===== src/hdl/wdog_pkg.sv =====
// constants shared by the dual watchdog supervisor
package wdog_pkg;
  // register offsets in the configuration bank
  localparam logic [7:0] WD1_SEL_ADDR = 8'h3c;
  localparam logic [7:0] WD1_DUR_ADDR = 8'h3d;
  localparam logic [7:0] WD2_SEL_ADDR = 8'h3e;
  localparam logic [7:0] WD2_DUR_ADDR = 8'h3f;
  localparam logic [7:0] FAULT_ADDR = 8'h62;
  // values after reset (configuration shadow empty, both timers off)
  localparam logic [7:0] SEL_RESET = 8'h00;
  localparam logic [7:0] DUR_RESET = 8'h00;
  localparam logic [7:0] FAULT_RESET = 8'h00;
  // clear-source select field layout
  localparam int SEL_GPI_LSB = 0;
  localparam int SEL_PO_LSB = 2;
  localparam int SEL_DEP_LSB = 5;
  localparam int SEL_INIT_EN_BIT = 7;
  // duration field layout
  localparam int DUR_NORM_LSB = 0;
  localparam int DUR_INIT_LSB = 3;
  localparam int DUR_EN_BIT = 6;
  // fault register layout
  localparam int FLT_WD_LSB = 0;
  localparam int FLT_GPI_LSB = 2;
  localparam int FLT_MR_BIT = 6;
  // dependency codes
  localparam logic [1:0] DEP_PO_ONLY = 2'b01;
  localparam logic [1:0] DEP_GPI_ONLY = 2'b10;
  // timing: shortest period 6.25 ms, each code step is four times longer
  localparam int CLK_PERIOD_PS = 25000;
  localparam longint BASE_PERIOD_PS = 64'd6250000000;
  localparam int BASE_TICK_CYCLES = int'(BASE_PERIOD_PS / CLK_PERIOD_PS);
  localparam int TICK_W = 15;
  localparam int PRE_W = 32;
  // timer phase
  typedef enum logic [1:0] {PH_OFF, PH_INITIAL, PH_NORMAL} phase_t;
endpackage


===== src/hdl/dual_watchdog_supervisor.sv =====
// two independent watchdog timers with their configuration and fault registers
// Operation
// (RQ1) two timers, select registers at 3c, 3e
// (RQ2) duration registers at 3d and 3f
// (RQ3) expiry asserts any chosen output set
// (RQ4) clear by input, output, or both
// (RQ5) select bits 1:0 pick general input
// (RQ6) select bits 4:2 pick programmable output
// (RQ7) dependency 00 or 11 needs both
// (RQ8) 01 output only, 10 input only
// (RQ9) select bit 7 enables initial period
// (RQ10) each timer keeps own periods
// (RQ11) initial period after reset and enable
// (RQ12) processor pulses clear within each period
// (RQ13) register 62 reports faults, inputs, reset
// (RQ14) period codes 6.25 ms times four steps
// (RQ15) duration bit 6 enables the timer
// (RQ16) normal period after initial one passed
// (RQ17) fault read clears; first read invalid
// (RQ18) expiry flags fault, asserts, restarts initial
// (RQ19) qualifying clear restarts running period
`timescale 1ns/10ps
module dual_watchdog_supervisor import wdog_pkg::*; #(
  parameter int unsigned BASE_CYCLES = BASE_TICK_CYCLES
) (
  // clock and reset
  input wire logic core_clk_i,
  input wire logic reset_i,
  // register bank port from the serial front end
  input wire logic [7:0] reg_addr_i,
  input wire logic reg_wr_i,
  input wire logic [7:0] reg_wdata_i,
  input wire logic reg_rd_i,
  output logic [7:0] reg_rdata_o,
  // monitored pins and output states
  input wire logic [3:0] general_input_i,
  input wire logic [7:0] programmable_output_i,
  input wire logic manual_reset_input_i,
  // per-timer choice of outputs to assert on expiry
  input wire logic [7:0] watchdog_one_out_map_i,
  input wire logic [7:0] watchdog_two_out_map_i,
  // expiry results
  output logic [1:0] watchdog_trip_o,
  output logic [7:0] programmable_output_assert_o
);

  logic [7:0] sel_reg [2];
  logic [7:0] dur_reg [2];
  logic [7:0] fault_reg;
  logic [7:0] fault_next;
  logic first_read_reg;
  logic [7:0] rdata_reg;
  logic [1:0] trip_reg;
  logic [7:0] assert_reg;
  logic [3:0] gpi_q_reg;
  logic [7:0] po_q_reg;

  // address decode of the configuration bank
  wire sel_wr [2];
  wire dur_wr [2];
  assign sel_wr[0] = reg_wr_i && (reg_addr_i == WD1_SEL_ADDR); // [RQ1]
  assign sel_wr[1] = reg_wr_i && (reg_addr_i == WD2_SEL_ADDR); // [RQ1]
  assign dur_wr[0] = reg_wr_i && (reg_addr_i == WD1_DUR_ADDR); // [RQ2]
  assign dur_wr[1] = reg_wr_i && (reg_addr_i == WD2_DUR_ADDR); // [RQ2]
  wire fault_rd = reg_rd_i && (reg_addr_i == FAULT_ADDR);

  // read mux; unmapped offsets read as zero
  logic [7:0] rd_mux;
  always_comb begin
    case (reg_addr_i)
      WD1_SEL_ADDR: rd_mux = sel_reg[0];
      WD1_DUR_ADDR: rd_mux = dur_reg[0];
      WD2_SEL_ADDR: rd_mux = sel_reg[1];
      WD2_DUR_ADDR: rd_mux = dur_reg[1];
      FAULT_ADDR: rd_mux = first_read_reg ? fault_reg : 8'h00; // [RQ17]
      default: rd_mux = 8'h00;
    endcase
  end

  // configuration registers; written bytes take effect at once
  always_ff @(posedge core_clk_i) begin
    for (int i = 0; i < 2; i++) begin
      if (reset_i) begin
        sel_reg[i] <= SEL_RESET;
        dur_reg[i] <= DUR_RESET;
      end else begin
        if (sel_wr[i]) begin
          sel_reg[i] <= reg_wdata_i;
        end
        if (dur_wr[i]) begin
          dur_reg[i] <= reg_wdata_i & 8'h7f; // bit 7 unused [RQ15]
        end
      end
    end
  end

  // read data register and the first-read marker
  always_ff @(posedge core_clk_i) begin
    if (reset_i) begin
      rdata_reg <= 8'h00;
      first_read_reg <= 1'b0;
    end else begin
      if (reg_rd_i) begin
        rdata_reg <= rd_mux;
      end
      if (fault_rd) begin
        first_read_reg <= 1'b1; // first fault read returns invalid zero [RQ17]
      end
    end
  end
  assign reg_rdata_o = rdata_reg;

  // edge history for activity detection
  always_ff @(posedge core_clk_i) begin
    if (reset_i) begin
      gpi_q_reg <= 4'h0;
      po_q_reg <= 8'h00;
    end else begin
      gpi_q_reg <= general_input_i;
      po_q_reg <= programmable_output_i;
    end
  end
  wire [3:0] gpi_rise = general_input_i & ~gpi_q_reg;
  wire [7:0] po_rise = programmable_output_i & ~po_q_reg;

  logic [1:0] expire;
  logic [3:0] gpi_fault_set [2];

  // one timer per channel, sharing no state
  for (genvar ch = 0; ch < 2; ch++) begin : g_wd
    phase_t phase_reg;
    phase_t phase_next;
    logic en_q_reg;
    logic seen_gpi_reg;
    logic seen_po_reg;
    logic [PRE_W-1:0] pre_reg;
    logic [TICK_W-1:0] tick_reg;

    wire [1:0] gpi_idx = sel_reg[ch][SEL_GPI_LSB +: 2]; // [RQ5]
    wire [2:0] po_idx = sel_reg[ch][SEL_PO_LSB +: 3]; // [RQ6]
    wire [1:0] dep = sel_reg[ch][SEL_DEP_LSB +: 2];
    wire init_en = sel_reg[ch][SEL_INIT_EN_BIT]; // [RQ9]
    wire en = dur_reg[ch][DUR_EN_BIT]; // [RQ15]
    wire gpi_evt = gpi_rise[gpi_idx]; // [RQ4]
    wire po_evt = po_rise[po_idx]; // [RQ4]
    wire gpi_ok = gpi_evt || seen_gpi_reg;
    wire po_ok = po_evt || seen_po_reg;
    // a pulse on one source is remembered until its partner arrives
    wire clear_ok = (dep == DEP_PO_ONLY) ? po_ok : // [RQ8]
                    (dep == DEP_GPI_ONLY) ? gpi_ok : // [RQ8]
                    (gpi_ok && po_ok); // [RQ7]
    // period code for the running phase, own fields per timer
    wire [2:0] code = (phase_reg == PH_INITIAL) ? dur_reg[ch][DUR_INIT_LSB +: 3] :
                      dur_reg[ch][DUR_NORM_LSB +: 3]; // [RQ10] [RQ16]
    // period is base times four to the power of the code
    wire [TICK_W-1:0] last_tick = TICK_W'((32'd1 << {code, 1'b0}) - 32'd1); // [RQ14]
    wire pre_end = (pre_reg == PRE_W'(BASE_CYCLES - 1));
    wire running = (phase_reg != PH_OFF);
    wire start = en && (!en_q_reg || !running);
    assign expire[ch] = running && en && en_q_reg && pre_end && (tick_reg == last_tick);
    wire start_phase_init = init_en;

    // phase selection
    always_comb begin
      phase_next = phase_reg;
      if (!en) begin
        phase_next = PH_OFF;
      end else if (start || expire[ch]) begin
        phase_next = start_phase_init ? PH_INITIAL : PH_NORMAL; // [RQ11] [RQ18]
      end else if (clear_ok) begin
        phase_next = PH_NORMAL; // [RQ16]
      end
    end

    // counters and seen flags restart on start, expiry or a qualifying clear
    always_ff @(posedge core_clk_i) begin
      if (reset_i) begin
        phase_reg <= PH_OFF;
        en_q_reg <= 1'b0;
        seen_gpi_reg <= 1'b0;
        seen_po_reg <= 1'b0;
        pre_reg <= '0;
        tick_reg <= '0;
      end else begin
        phase_reg <= phase_next;
        en_q_reg <= en;
        if (!en || start || expire[ch] || clear_ok) begin
          pre_reg <= '0; // [RQ19]
          tick_reg <= '0;
          seen_gpi_reg <= 1'b0;
          seen_po_reg <= 1'b0;
        end else begin
          pre_reg <= pre_end ? '0 : pre_reg + PRE_W'(1);
          tick_reg <= pre_end ? tick_reg + TICK_W'(1) : tick_reg;
          seen_gpi_reg <= gpi_ok;
          seen_po_reg <= po_ok;
        end
      end
    end

    // input bit logged too when the timer watches a general input
    assign gpi_fault_set[ch] = (expire[ch] && dep != DEP_PO_ONLY) ?
                               (4'h1 << gpi_idx) : 4'h0;
  end

  // fault flags; a new event wins over the clearing read
  always_comb begin
    fault_next = fault_rd ? 8'h00 : fault_reg; // [RQ17]
    fault_next[FLT_WD_LSB +: 2] = fault_next[FLT_WD_LSB +: 2] | expire; // [RQ18]
    fault_next[FLT_GPI_LSB +: 4] = fault_next[FLT_GPI_LSB +: 4] | general_input_i
                                   | gpi_fault_set[0] | gpi_fault_set[1]; // [RQ13]
    fault_next[FLT_MR_BIT] = fault_next[FLT_MR_BIT] | manual_reset_input_i; // [RQ13]
    fault_next[7] = 1'b0;
  end

  // expiry pulses and the outputs they assert
  always_ff @(posedge core_clk_i) begin
    if (reset_i) begin
      fault_reg <= FAULT_RESET;
      trip_reg <= 2'b00;
      assert_reg <= 8'h00;
    end else begin
      fault_reg <= fault_next;
      trip_reg <= expire; // [RQ18]
      assert_reg <= ({8{expire[0]}} & watchdog_one_out_map_i)
                  | ({8{expire[1]}} & watchdog_two_out_map_i); // [RQ3]
    end
  end
  assign watchdog_trip_o = trip_reg;
  assign programmable_output_assert_o = assert_reg;

endmodule


===== config.mk =====
export PLATFORM = sky130hd
export DESIGN_NAME = dual_watchdog_supervisor
export DESIGN_NICKNAME = d
export VERILOG_FILES = /design/src/hdl/wdog_pkg.sv /design/src/hdl/dual_watchdog_supervisor.sv
export SDC_FILE = /design/constraint.sdc
export NUM_CORES = 1
export LEC_CHECK = 0
export BUFFER_PORTS_ARGS = -buffer_cell sky130_fd_sc_hd__clkbuf_2
export CORE_MARGIN = 4
export CORE_UTILIZATION = 40
export DETAILED_ROUTE_END_ITERATION = 10
export GPL_TIMING_DRIVEN = 0
export PLACE_DENSITY = 0.65
export SYNTH_ARGS = -nofsm -noshare
export SYNTH_HDL_FRONTEND = slang
export SYNTH_SLANG_ARGS = --single-unit

===== constraint.sdc =====
create_clock -name core_clk_i -period 4.4 [get_ports core_clk_i]
set_input_delay 0.88 -clock core_clk_i [delete_from_list [all_inputs] [get_ports core_clk_i]]
set_output_delay 0.88 -clock core_clk_i [all_outputs]
set_load 0.01 [all_outputs]

# Word level (Yosys, flattened, before mapping)

Memories as Yosys holds them, arrays and structs flattened.
Index checks and enable logic that the tools add are counted.

Output and inout port bits: 18
Word-level logic and storage cells: 162
Register bits after elaboration: 142
Memories: 2
Input port bits: 49
Bits in writable memories: 30

Memory list:

| memory  | depth | bits a word | read ports | clocked after memory_dff | wr ports | line                           | text |
|---|---|---|---|---|---|---|---|
| sel_reg | 2     | 8           | 2          | 0                        | 2        | dual_watchdog_supervisor.sv:47 | `logic [7:0] sel_reg [2];` |
| dur_reg | 2     | 7           | 2          | 0                        | 2        | dual_watchdog_supervisor.sv:48 | `logic [7:0] dur_reg [2];` |

$lt $le $gt $ge: 4
Equal/unequal tests: 17
Reductions and logical operators: 49
$add $sub $neg: 6
Shifts and indexed selects: 4
Muxes and demuxes: 43
Bitwise operators: 18

Operator list:

| operator              | count |
|---|---|
| $add 32x1->32 const B | 2 |
| $eq 32x18->1 const B  | 2 |
| $pmux 8 s5            | 1 |
| $eq 8x6->1 const B    | 4 |
| $add 15x1->15 const B | 2 |
| $eq 15x15->1          | 2 |
| $shl 1x4->15 const A  | 2 |
| $sub 15x1->15 const B | 2 |
| $mux 7                | 4 |
| $and 8x8->8           | 3 |
| $mux 1                | 22 |
| $logic_and 1x1->1     | 19 |
| $mux 8                | 2 |
| $logic_or 1x1->1      | 14 |
| $mux 2                | 6 |
| $or 4x4->4            | 3 |
| $eq 2x1->1 const B    | 4 |
| $eq 8x7->1 const B    | 1 |
| $lt 3x4->1 const B    | 2 |
| $mux 4                | 2 |
| $not 8->8             | 1 |
| $or 8x8->8            | 1 |
| $reduce_bool 2->1     | 4 |
| $reduce_or 2->1       | 4 |
| 14 further kinds      | 32 |

# Depth between registers and ports, before layout

Gate-level depths: netlist (run 1).

Word-level depth: 10
Gate-level depth with buffers: 16
Depth with buffers taken out: 13

# Least setup slack after synthesis (run 1)

No wires, ideal clock.

Path type: register -> register
From: register g_wd[1].phase_reg[1]
To: register fault_reg[4]
Arrival time: 3.334 ns
Path slack: 0.991 ns
Buffers on the path: 3
Library setup time: 0.074 ns
Cell stages (with the launch flop): 15
Clock period less this slack: 3.409 ns
Required time: 4.326 ns
Path through: dfxtp_1 nand2b_1 buf_2 mux2_2 or2_2 ha_1 clkbuf_1 xnor2_1 nand4b_1 a2111oi_2 nand4_1 a211o_1 buf_6 or4b_1 a31oi_1

Cells in the longest elaborated chain, start to end: 9
Elaborated cells between the ends (all ways): 13
Those cells by class: add/sub (1); eq/ne (2); shift (1); mux (2); bitwise (1); reduce/logical (6)

RTL lines:

| element                | line                            | text |
|---|---|---|
| start, declared        | dual_watchdog_supervisor.sv:131 | `phase_t phase_reg;` |
| start signal, assigned | dual_watchdog_supervisor.sv:185 | `phase_reg <= phase_next;` |
| $eq 2x1->1             | dual_watchdog_supervisor.sv:153 | `wire [2:0] code = (phase_reg == PH_INITIAL) ? dur_reg[ch][DUR_INIT_LSB +: 3] :` |
| $mux 3                 | dual_watchdog_supervisor.sv:153 |  |
| $shl 1x4->15           | dual_watchdog_supervisor.sv:156 | `wire [TICK_W-1:0] last_tick = TICK_W'((32'd1 << {code, 1'b0}) - 32'd1);` |
| $sub 15x1->15          | dual_watchdog_supervisor.sv:156 |  |
| $eq 15x15->1           | dual_watchdog_supervisor.sv:160 | `assign expire[ch] = running && en && en_q_reg && pre_end && (tick_reg == last_tick);` |
| $logic_and 1x1->1 *    | dual_watchdog_supervisor.sv:160 |  |
| $logic_and 1x1->1 *    | dual_watchdog_supervisor.sv:202 | `assign gpi_fault_set[ch] = (expire[ch] && dep != DEP_PO_ONLY) ?` |
| $mux 4 *               | dual_watchdog_supervisor.sv:202 |  |
| $or 4x4->4 *           | dual_watchdog_supervisor.sv:211 | `\| gpi_fault_set[0] \| gpi_fault_set[1];` |
| end signal, assigned   | dual_watchdog_supervisor.sv:223 | `fault_reg <= fault_next;` |
| end, declared          | dual_watchdog_supervisor.sv:49  | `logic [7:0] fault_reg;` |

Every way passes the cells marked *; elsewhere a longest branch is shown, timed or not.
A chain may end at the register's enable or synchronous reset.

==> results of run 1 <==
-- metrics by stage --
stage	utilization (%)	std cells	total power, mW	hold WS [ns]
after global placement	44.5	1186	1.88	0.425
after CTS	47.7	1217	3.47	0.450
after floorplan	-	857	1.81	0.413
final	47.7	1218	3.44	0.446
after detailed placement	44.5	1186	1.88	0.435
after global routing	47.7	1217	3.56	0.485
-- final cells by class --
type	count	area, sq um
Fill cell	1851	10300
Buffer	28	126
Multi-Input combinational cell	647	4210
Tap cell	265	332
Clock inverter	11	154
Timing Repair Buffer	64	320
Sequential cell	172	3740
Clock buffer	20	478
Antenna cell	1	2.50
Inverter	10	37.5
-- critical path: stages (launching register included) --
cell	delay [ns]
edfxtp_1	0.53
or2_2	0.36
mux2_2	0.28
or2_2	0.29
ha_1	0.17
clkbuf_1	0.19
nand2b_1	0.19
a21oi_1	0.15
o32a_1	0.21
xor2_1	0.15
o31ai_1	0.10
a211o_1	0.25
buf_6	0.14
nand2_1	0.26
clkbuf_1	0.51
nor2_1	0.11
-- layer usage --
layer | track usage (%) | wire [um]
met1 | 20.5 | 8190
met2 | 25.3 | 7830
met3 | 3.67 | 924
met4 | 5.31 | 327
met5 | 0 | 20
-- cell usage in the layout, fill, tap and decap left out, types with 16 or more instances in the layout --
cell type  instances
a21oi_1           16
and2_1            37
and3_1            19
clkbuf_1          21
clkbuf_16         18
clkbuf_2          64
dfxtp_1          142
edfxtp_1          30
nand2_1           58
nand2b_1          19
nand3_1           33
nand4_1           24
nor2_1           147
nor2b_1           20
xnor2_1           41
xor2_1            66
-- worst min-delay path by stage --
stage	from	endpoint	cells after the start
3_5_place_dp	g_wd[1].pre_reg[0]	g_wd[1].pre_reg[0]	1
5_1_grt	first_read_reg	first_read_reg	2
2_1_floorplan	g_wd[0].pre_reg[0]	g_wd[0].pre_reg[0]	1
3_3_place_gp	g_wd[0].pre_reg[0]	g_wd[0].pre_reg[0]	1
4_1_cts	g_wd[1].pre_reg[0]	g_wd[1].pre_reg[0]	1
6_report	g_wd[1].pre_reg[0]	g_wd[1].pre_reg[0]	1
-- power breakdown --
group / internal [mW] / leakage [nW] / total, mW / switching [mW]
clock network: 0.963 / 0.313 / 1.59 / 0.630
logic: 0.0893 / 1.59 / 0.183 / 0.0936
registers: 1.63 / 1.44 / 1.66 / 0.0329
total: 2.68 / 3.34 / 3.44 / 0.756
-- logic make-up (layout without fill, tap and decap cells) --
logic type / Yosys count / count (layout) / share of synthesized area [%]
adder cells (fa/ha/maj): 6 / 6 / 0.925
other: 0 / 1 / 0
flip-flops: 172 / 172 / 46.1
multiplexers: 27 / 27 / 4.98
AO/OA/AOI/OAI: 71 / 71 / 6.18
buffers and inverters: 38 / 133 / 2.02
XOR/XNOR: 107 / 107 / 11.5
AND/OR/NAND/NOR: 436 / 436 / 28.2
==> run_results.csv, run 1 <==
group,metric,value,unit
clocking,clock_path_buffers,2,
synth,synth_flop_cell,"dfxtp_1",
drt,drt_wl_total,17300,um
final_layout,largest_reg_flops,64,
drt,drt_iter0_drc,345,
worst_setup_path,arrival,4.33,ns
run_status,status,"finished clean",
drt,routed-via-count,6181,
worst_setup_path,rr_startpoint,"dur_reg[1][4]",
drt,first_pass_iters,4,
sta,worst_slew_pin_slew,0.967,ns
synth,synthDistinctLibCells,60,
floorplanning,dieArea,22600,sq um
drt,drc_errors,0,
floorplanning,io_pins,67,
final_layout,drive_gt1_share,13.0,%
synth,yosys_warnings,0,
clocking,numCtsBuffers,17,
floorplanning,die_x,150,um
final_layout,final_area,9400,sq um
sta,fin_crit,4.04,ns
worst_setup_path,cp_max_fo,10,
sta,setup_viol,0,
floorplanning,initial_core_util,41.2,%
place,place_congestion,0.810,
place,place_area,8770,sq um
synth,syn_avg_cell_area,9.47,sq um
synth,ys_ff_latch,172,
synth,synth.net_count,912,
synth,synth_enable_flop_cells,30,
synth,synth_cells,857,
synth,synth_area,8120,sq um
synth,synth_area_leaders,"dfxtp_1 35%, edfxtp_1 11%, xor2_1 7.1%, nor2_1 6.8%, xnor2_1 4.4%",
worst_setup_path,crit_type,"reg -> reg",
clocking,clock_sinks,172,
worst_setup_path,r2r_end,"g_wd[1].tick_reg[12]",
sta,tns,0,ns
sta,slew_headroom,35.0,%
power,power_density,366,nW/um^2
synth,ys_seq_area_share,46.1,%
synth,synth_async_sr_flop_share,0,%
synth,synth_most_common_cell,"nor2_1",
global_route,grt.total_usage,15.6,%
hold_path,min_path_type,"reg -> reg",
clocking,ctsHoldBuffers,0,
clocking,postCtsSetupBuffers,0,
floorplanning,die_h,150,um
worst_setup_path,crit_path_end,"g_wd[1].tick_reg[12]",
global_route,grt_pass1_vias,5845,
clocking,clk_pin_slew,0.07,ns
sta,hold_viol,0,
synth,synth_top_area_share,35.0,%
floorplanning,rows,51,
worst_setup_path,required,4.69,ns
worst_setup_path,cp-startpoint,"dur_reg[1][4]",
run,cap_violations,0,
drt,ant_nets,0,
sta,drv_slew,0,
synth,synth_top_area_cell,"dfxtp_1",
power,peakVddDrop,0.265,mV
worst_setup_path,cp-end-kind,"flip-flop",
clocking,cts_root_buf,"clkbuf_16",
sta,finalCritPeriodShare,91.8,%
global_route,grt_pass1_wl,28400,um
power,power.leakage,3.34,nW
place,place_ws,0.358,ns
clocking,h-tree-depth,4,
final_layout,areaGrowthSynthToFinish,15.8,%
global_route,grt_max_degree,17,
global_route,antenna_found_initial,1,
worst_setup_path,r2r_setup_slack,0.36,ns
clocking,insertion_delay,0.42,ns
floorplanning,core,19700,sq um
sta,max_clock_freq,0.248,GHz
clocking,cts_resized,0,
place,numPortBuffers,64,
clocking,cts_tree,"yes",
worst_setup_path,critPathLaunchType,"flip-flop",
worst_setup_path,r2r_cells,15,
sta,clock_skew,0.00546,ns
synth,synthTopCellsByCount,"147 x nor2_1, 142 x dfxtp_1, 66 x xor2_1",
drt,wl_per_cell,14.2,um
global_route,grt-ovfl-total,0,
final_layout,nNetsFinal,995,
sta,rsz0062_at_grt,"false",
place,dp_hpwl,13000,um
sta,finalWorstSetupSlack,0.361,ns
drt,via_per_inst,5.07,
(Power assumes the default switching activity.)
==> run 2: changes to the inputs <==
CTS_BUF_LIST = sky130_fd_sc_hd__clkbuf_8   (was unset)
==> run_results.csv, run 2 (same netlist as run 1, synthesis figures left out) <==
group,metric,value,unit
run_status,status,"finished clean",
clocking,cts_resized,0,
worst_setup_path,worst_path_largest_cell_delay,0.54,ns
sta,finalWorstSetupSlack,0.360,ns
clocking,clock_sinks,172,
clocking,h-tree-depth,4,
final_layout,mostFrequentLayoutCells,"147 x nor2_1, 142 x dfxtp_1, 66 x xor2_1",
clocking,clock_path_buffers,2,
worst_setup_path,crit_type,"reg -> reg",
sta,worst_slew_pin_slew,0.959,ns
final_layout,areaGrowthSynthToFinish,13.5,%
sta,slew_headroom,35.6,%
worst_setup_path,cp_max_fo,10,
clocking,clk_pin_slew,0.09,ns
drt,first_pass_iters,4,
worst_setup_path,cp_slowest_cell,"edfxtp_1",
floorplanning,die_h,150,um
worst_setup_path,path_buf_inv,3,
power,finalPower,3.07,mW
sta,drv_slew,0,
sta,setup_viol,0,
run,cap_violations,0,
power,peakVddDrop,0.201,mV
floorplanning,rows,51,
place,place_ws,0.358,ns
power,power.leakage,3.25,nW
floorplanning,die_x,150,um
floorplanning,dieArea,22600,sq um
drt,wl_met1,8150,um
drt,drc_errors,0,
final_layout,final_area,9220,sq um
worst_setup_path,critPathLaunchType,"flip-flop",
place,dp_cells,1186,
worst_setup_path,arrival,4.36,ns
drt,routed-wl-met3,949,um
global_route,grt_pass1_wl,28300,um
floorplanning,initial_core_util,41.2,%
sta,hold_viol,0,
place,place_area,8770,sq um
floorplanning,io_pins,67,
clocking,cts_tree,"yes",
power,power_density,333,nW/um^2
sta,finalCritPeriodShare,91.8,%
drt,wl_per_cell,14.1,um
final_layout,drive_gt1_share,13.0,%
worst_setup_path,required,4.72,ns
place,place_congestion,0.810,
final_layout,final_util,46.7,%
final_layout,final_common_cell,"nor2_1",
sta,worst_hold_slack,0.449,ns
sta,rsz0062_at_grt,"false",
global_route,grt_pass1_vias,5799,
sta,max_clock_freq,0.248,GHz
drt,wl_met2,7820,um
drt,ant_nets,0,
global_route,antenna_found_initial,1,
final_layout,seqCellArea,3740,sq um
final_layout,fin_cells,1218,
clocking,postCtsSetupBuffers,0,
hold_path,min_path_type,"reg -> reg",
place,numPortBuffers,64,
sta,fin_crit,4.04,ns
final_layout,nNetsFinal,995,
clocking,ctsHoldBuffers,0,
clocking,cts_root_buf,"clkbuf_8",
place,dp_hpwl,13000,um
drt,routed-via-count,6167,
final_layout,multi_input_area,4210,sq um
drt,drt_wl_total,17200,um
global_route,grt.total_usage,15.5,%
clocking,insertion_delay,0.45,ns
final_layout,fillers,1878,
drt,drt_iter0_drc,310,
final_layout,largest_reg_flops,64,
worst_setup_path,cp-end-kind,"flip-flop",
floorplanning,core,19700,sq um
global_route,grt_max_degree,17,
sta,tns,0,ns
sta,clock_skew,0.0124,ns
global_route,grt-ovfl-total,0,
drt,highest_layer,"met5",
worst_setup_path,crit_chain,"or2_2 -> mux2_2 -> or2_2 -> ha_1 -> clkbuf_1 -> nand2b_1 -> a21oi_1 -> o32a_1 -> xor2_1 -> o31ai_1 -> a211o_1 -> buf_6 -> nand2_1 -> clkbuf_1 -> nor2_1",
worst_setup_path,critical_path.top_delay_family,"simple AND/OR/NAND/NOR gates",
drt,via_per_inst,5.06,
clocking,numCtsBuffers,17,
run 2: changes by cell type in the layout (fill, tap and decap cells not counted):
cell	before	now
clkbuf_16	18	0
clkbuf_8	2	19
bufinv_16	3	4
run 2: report_power, final:
group | internal (mW) | switching (mW)
combinational | 0.0893 | 0.0936
clock | 0.655 | 0.573
sequential | 1.63 | 0.0326
run 2: layout make-up:
| cell class | instances | share of cell area (%) |
|---|---|---|
| multi-input combinational | 647 | 45.7 |
| sequential | 172 | 40.6 |
| tap | 265 | 3.60 |
| timing repair buffer | 64 | 3.47 |
| clock buffer | 19 | 2.84 |
| clock inverter | 12 | 2.00 |
| buffer | 28 | 1.37 |
| inverter | 10 | 0.407 |
| antenna | 1 | 0.0271 |
run 2: worst register-to-register path, stage by stage (launching register included):
cell	delay [ns]
edfxtp_1	0.54
or2_2	0.36
mux2_2	0.28
or2_2	0.29
ha_1	0.17
clkbuf_1	0.19
nand2b_1	0.19
a21oi_1	0.15
o32a_1	0.21
xor2_1	0.15
o31ai_1	0.10
a211o_1	0.25
buf_6	0.14
nand2_1	0.26
clkbuf_1	0.51
nor2_1	0.11
run 2: path summary, 6_finish.rpt:
kind,from,endpoint,slack [ns],cells after the start
worst max-delay path,dur_reg[1][4],g_wd[1].tick_reg[12],0.36,15
worst max register to register,dur_reg[1][4],g_wd[1].tick_reg[12],0.36,15
worst min register to register,g_wd[0].pre_reg[0],g_wd[0].pre_reg[0],0.45,1
worst min-delay path,g_wd[0].pre_reg[0],g_wd[0].pre_reg[0],0.45,1
run 2: routing by layer:
layer	track usage, %	vias up
met3	3.85	23
met1	20.4	2861
met5	0	-
met4	4.76	2
met2	25.2	116
li1	-	3165
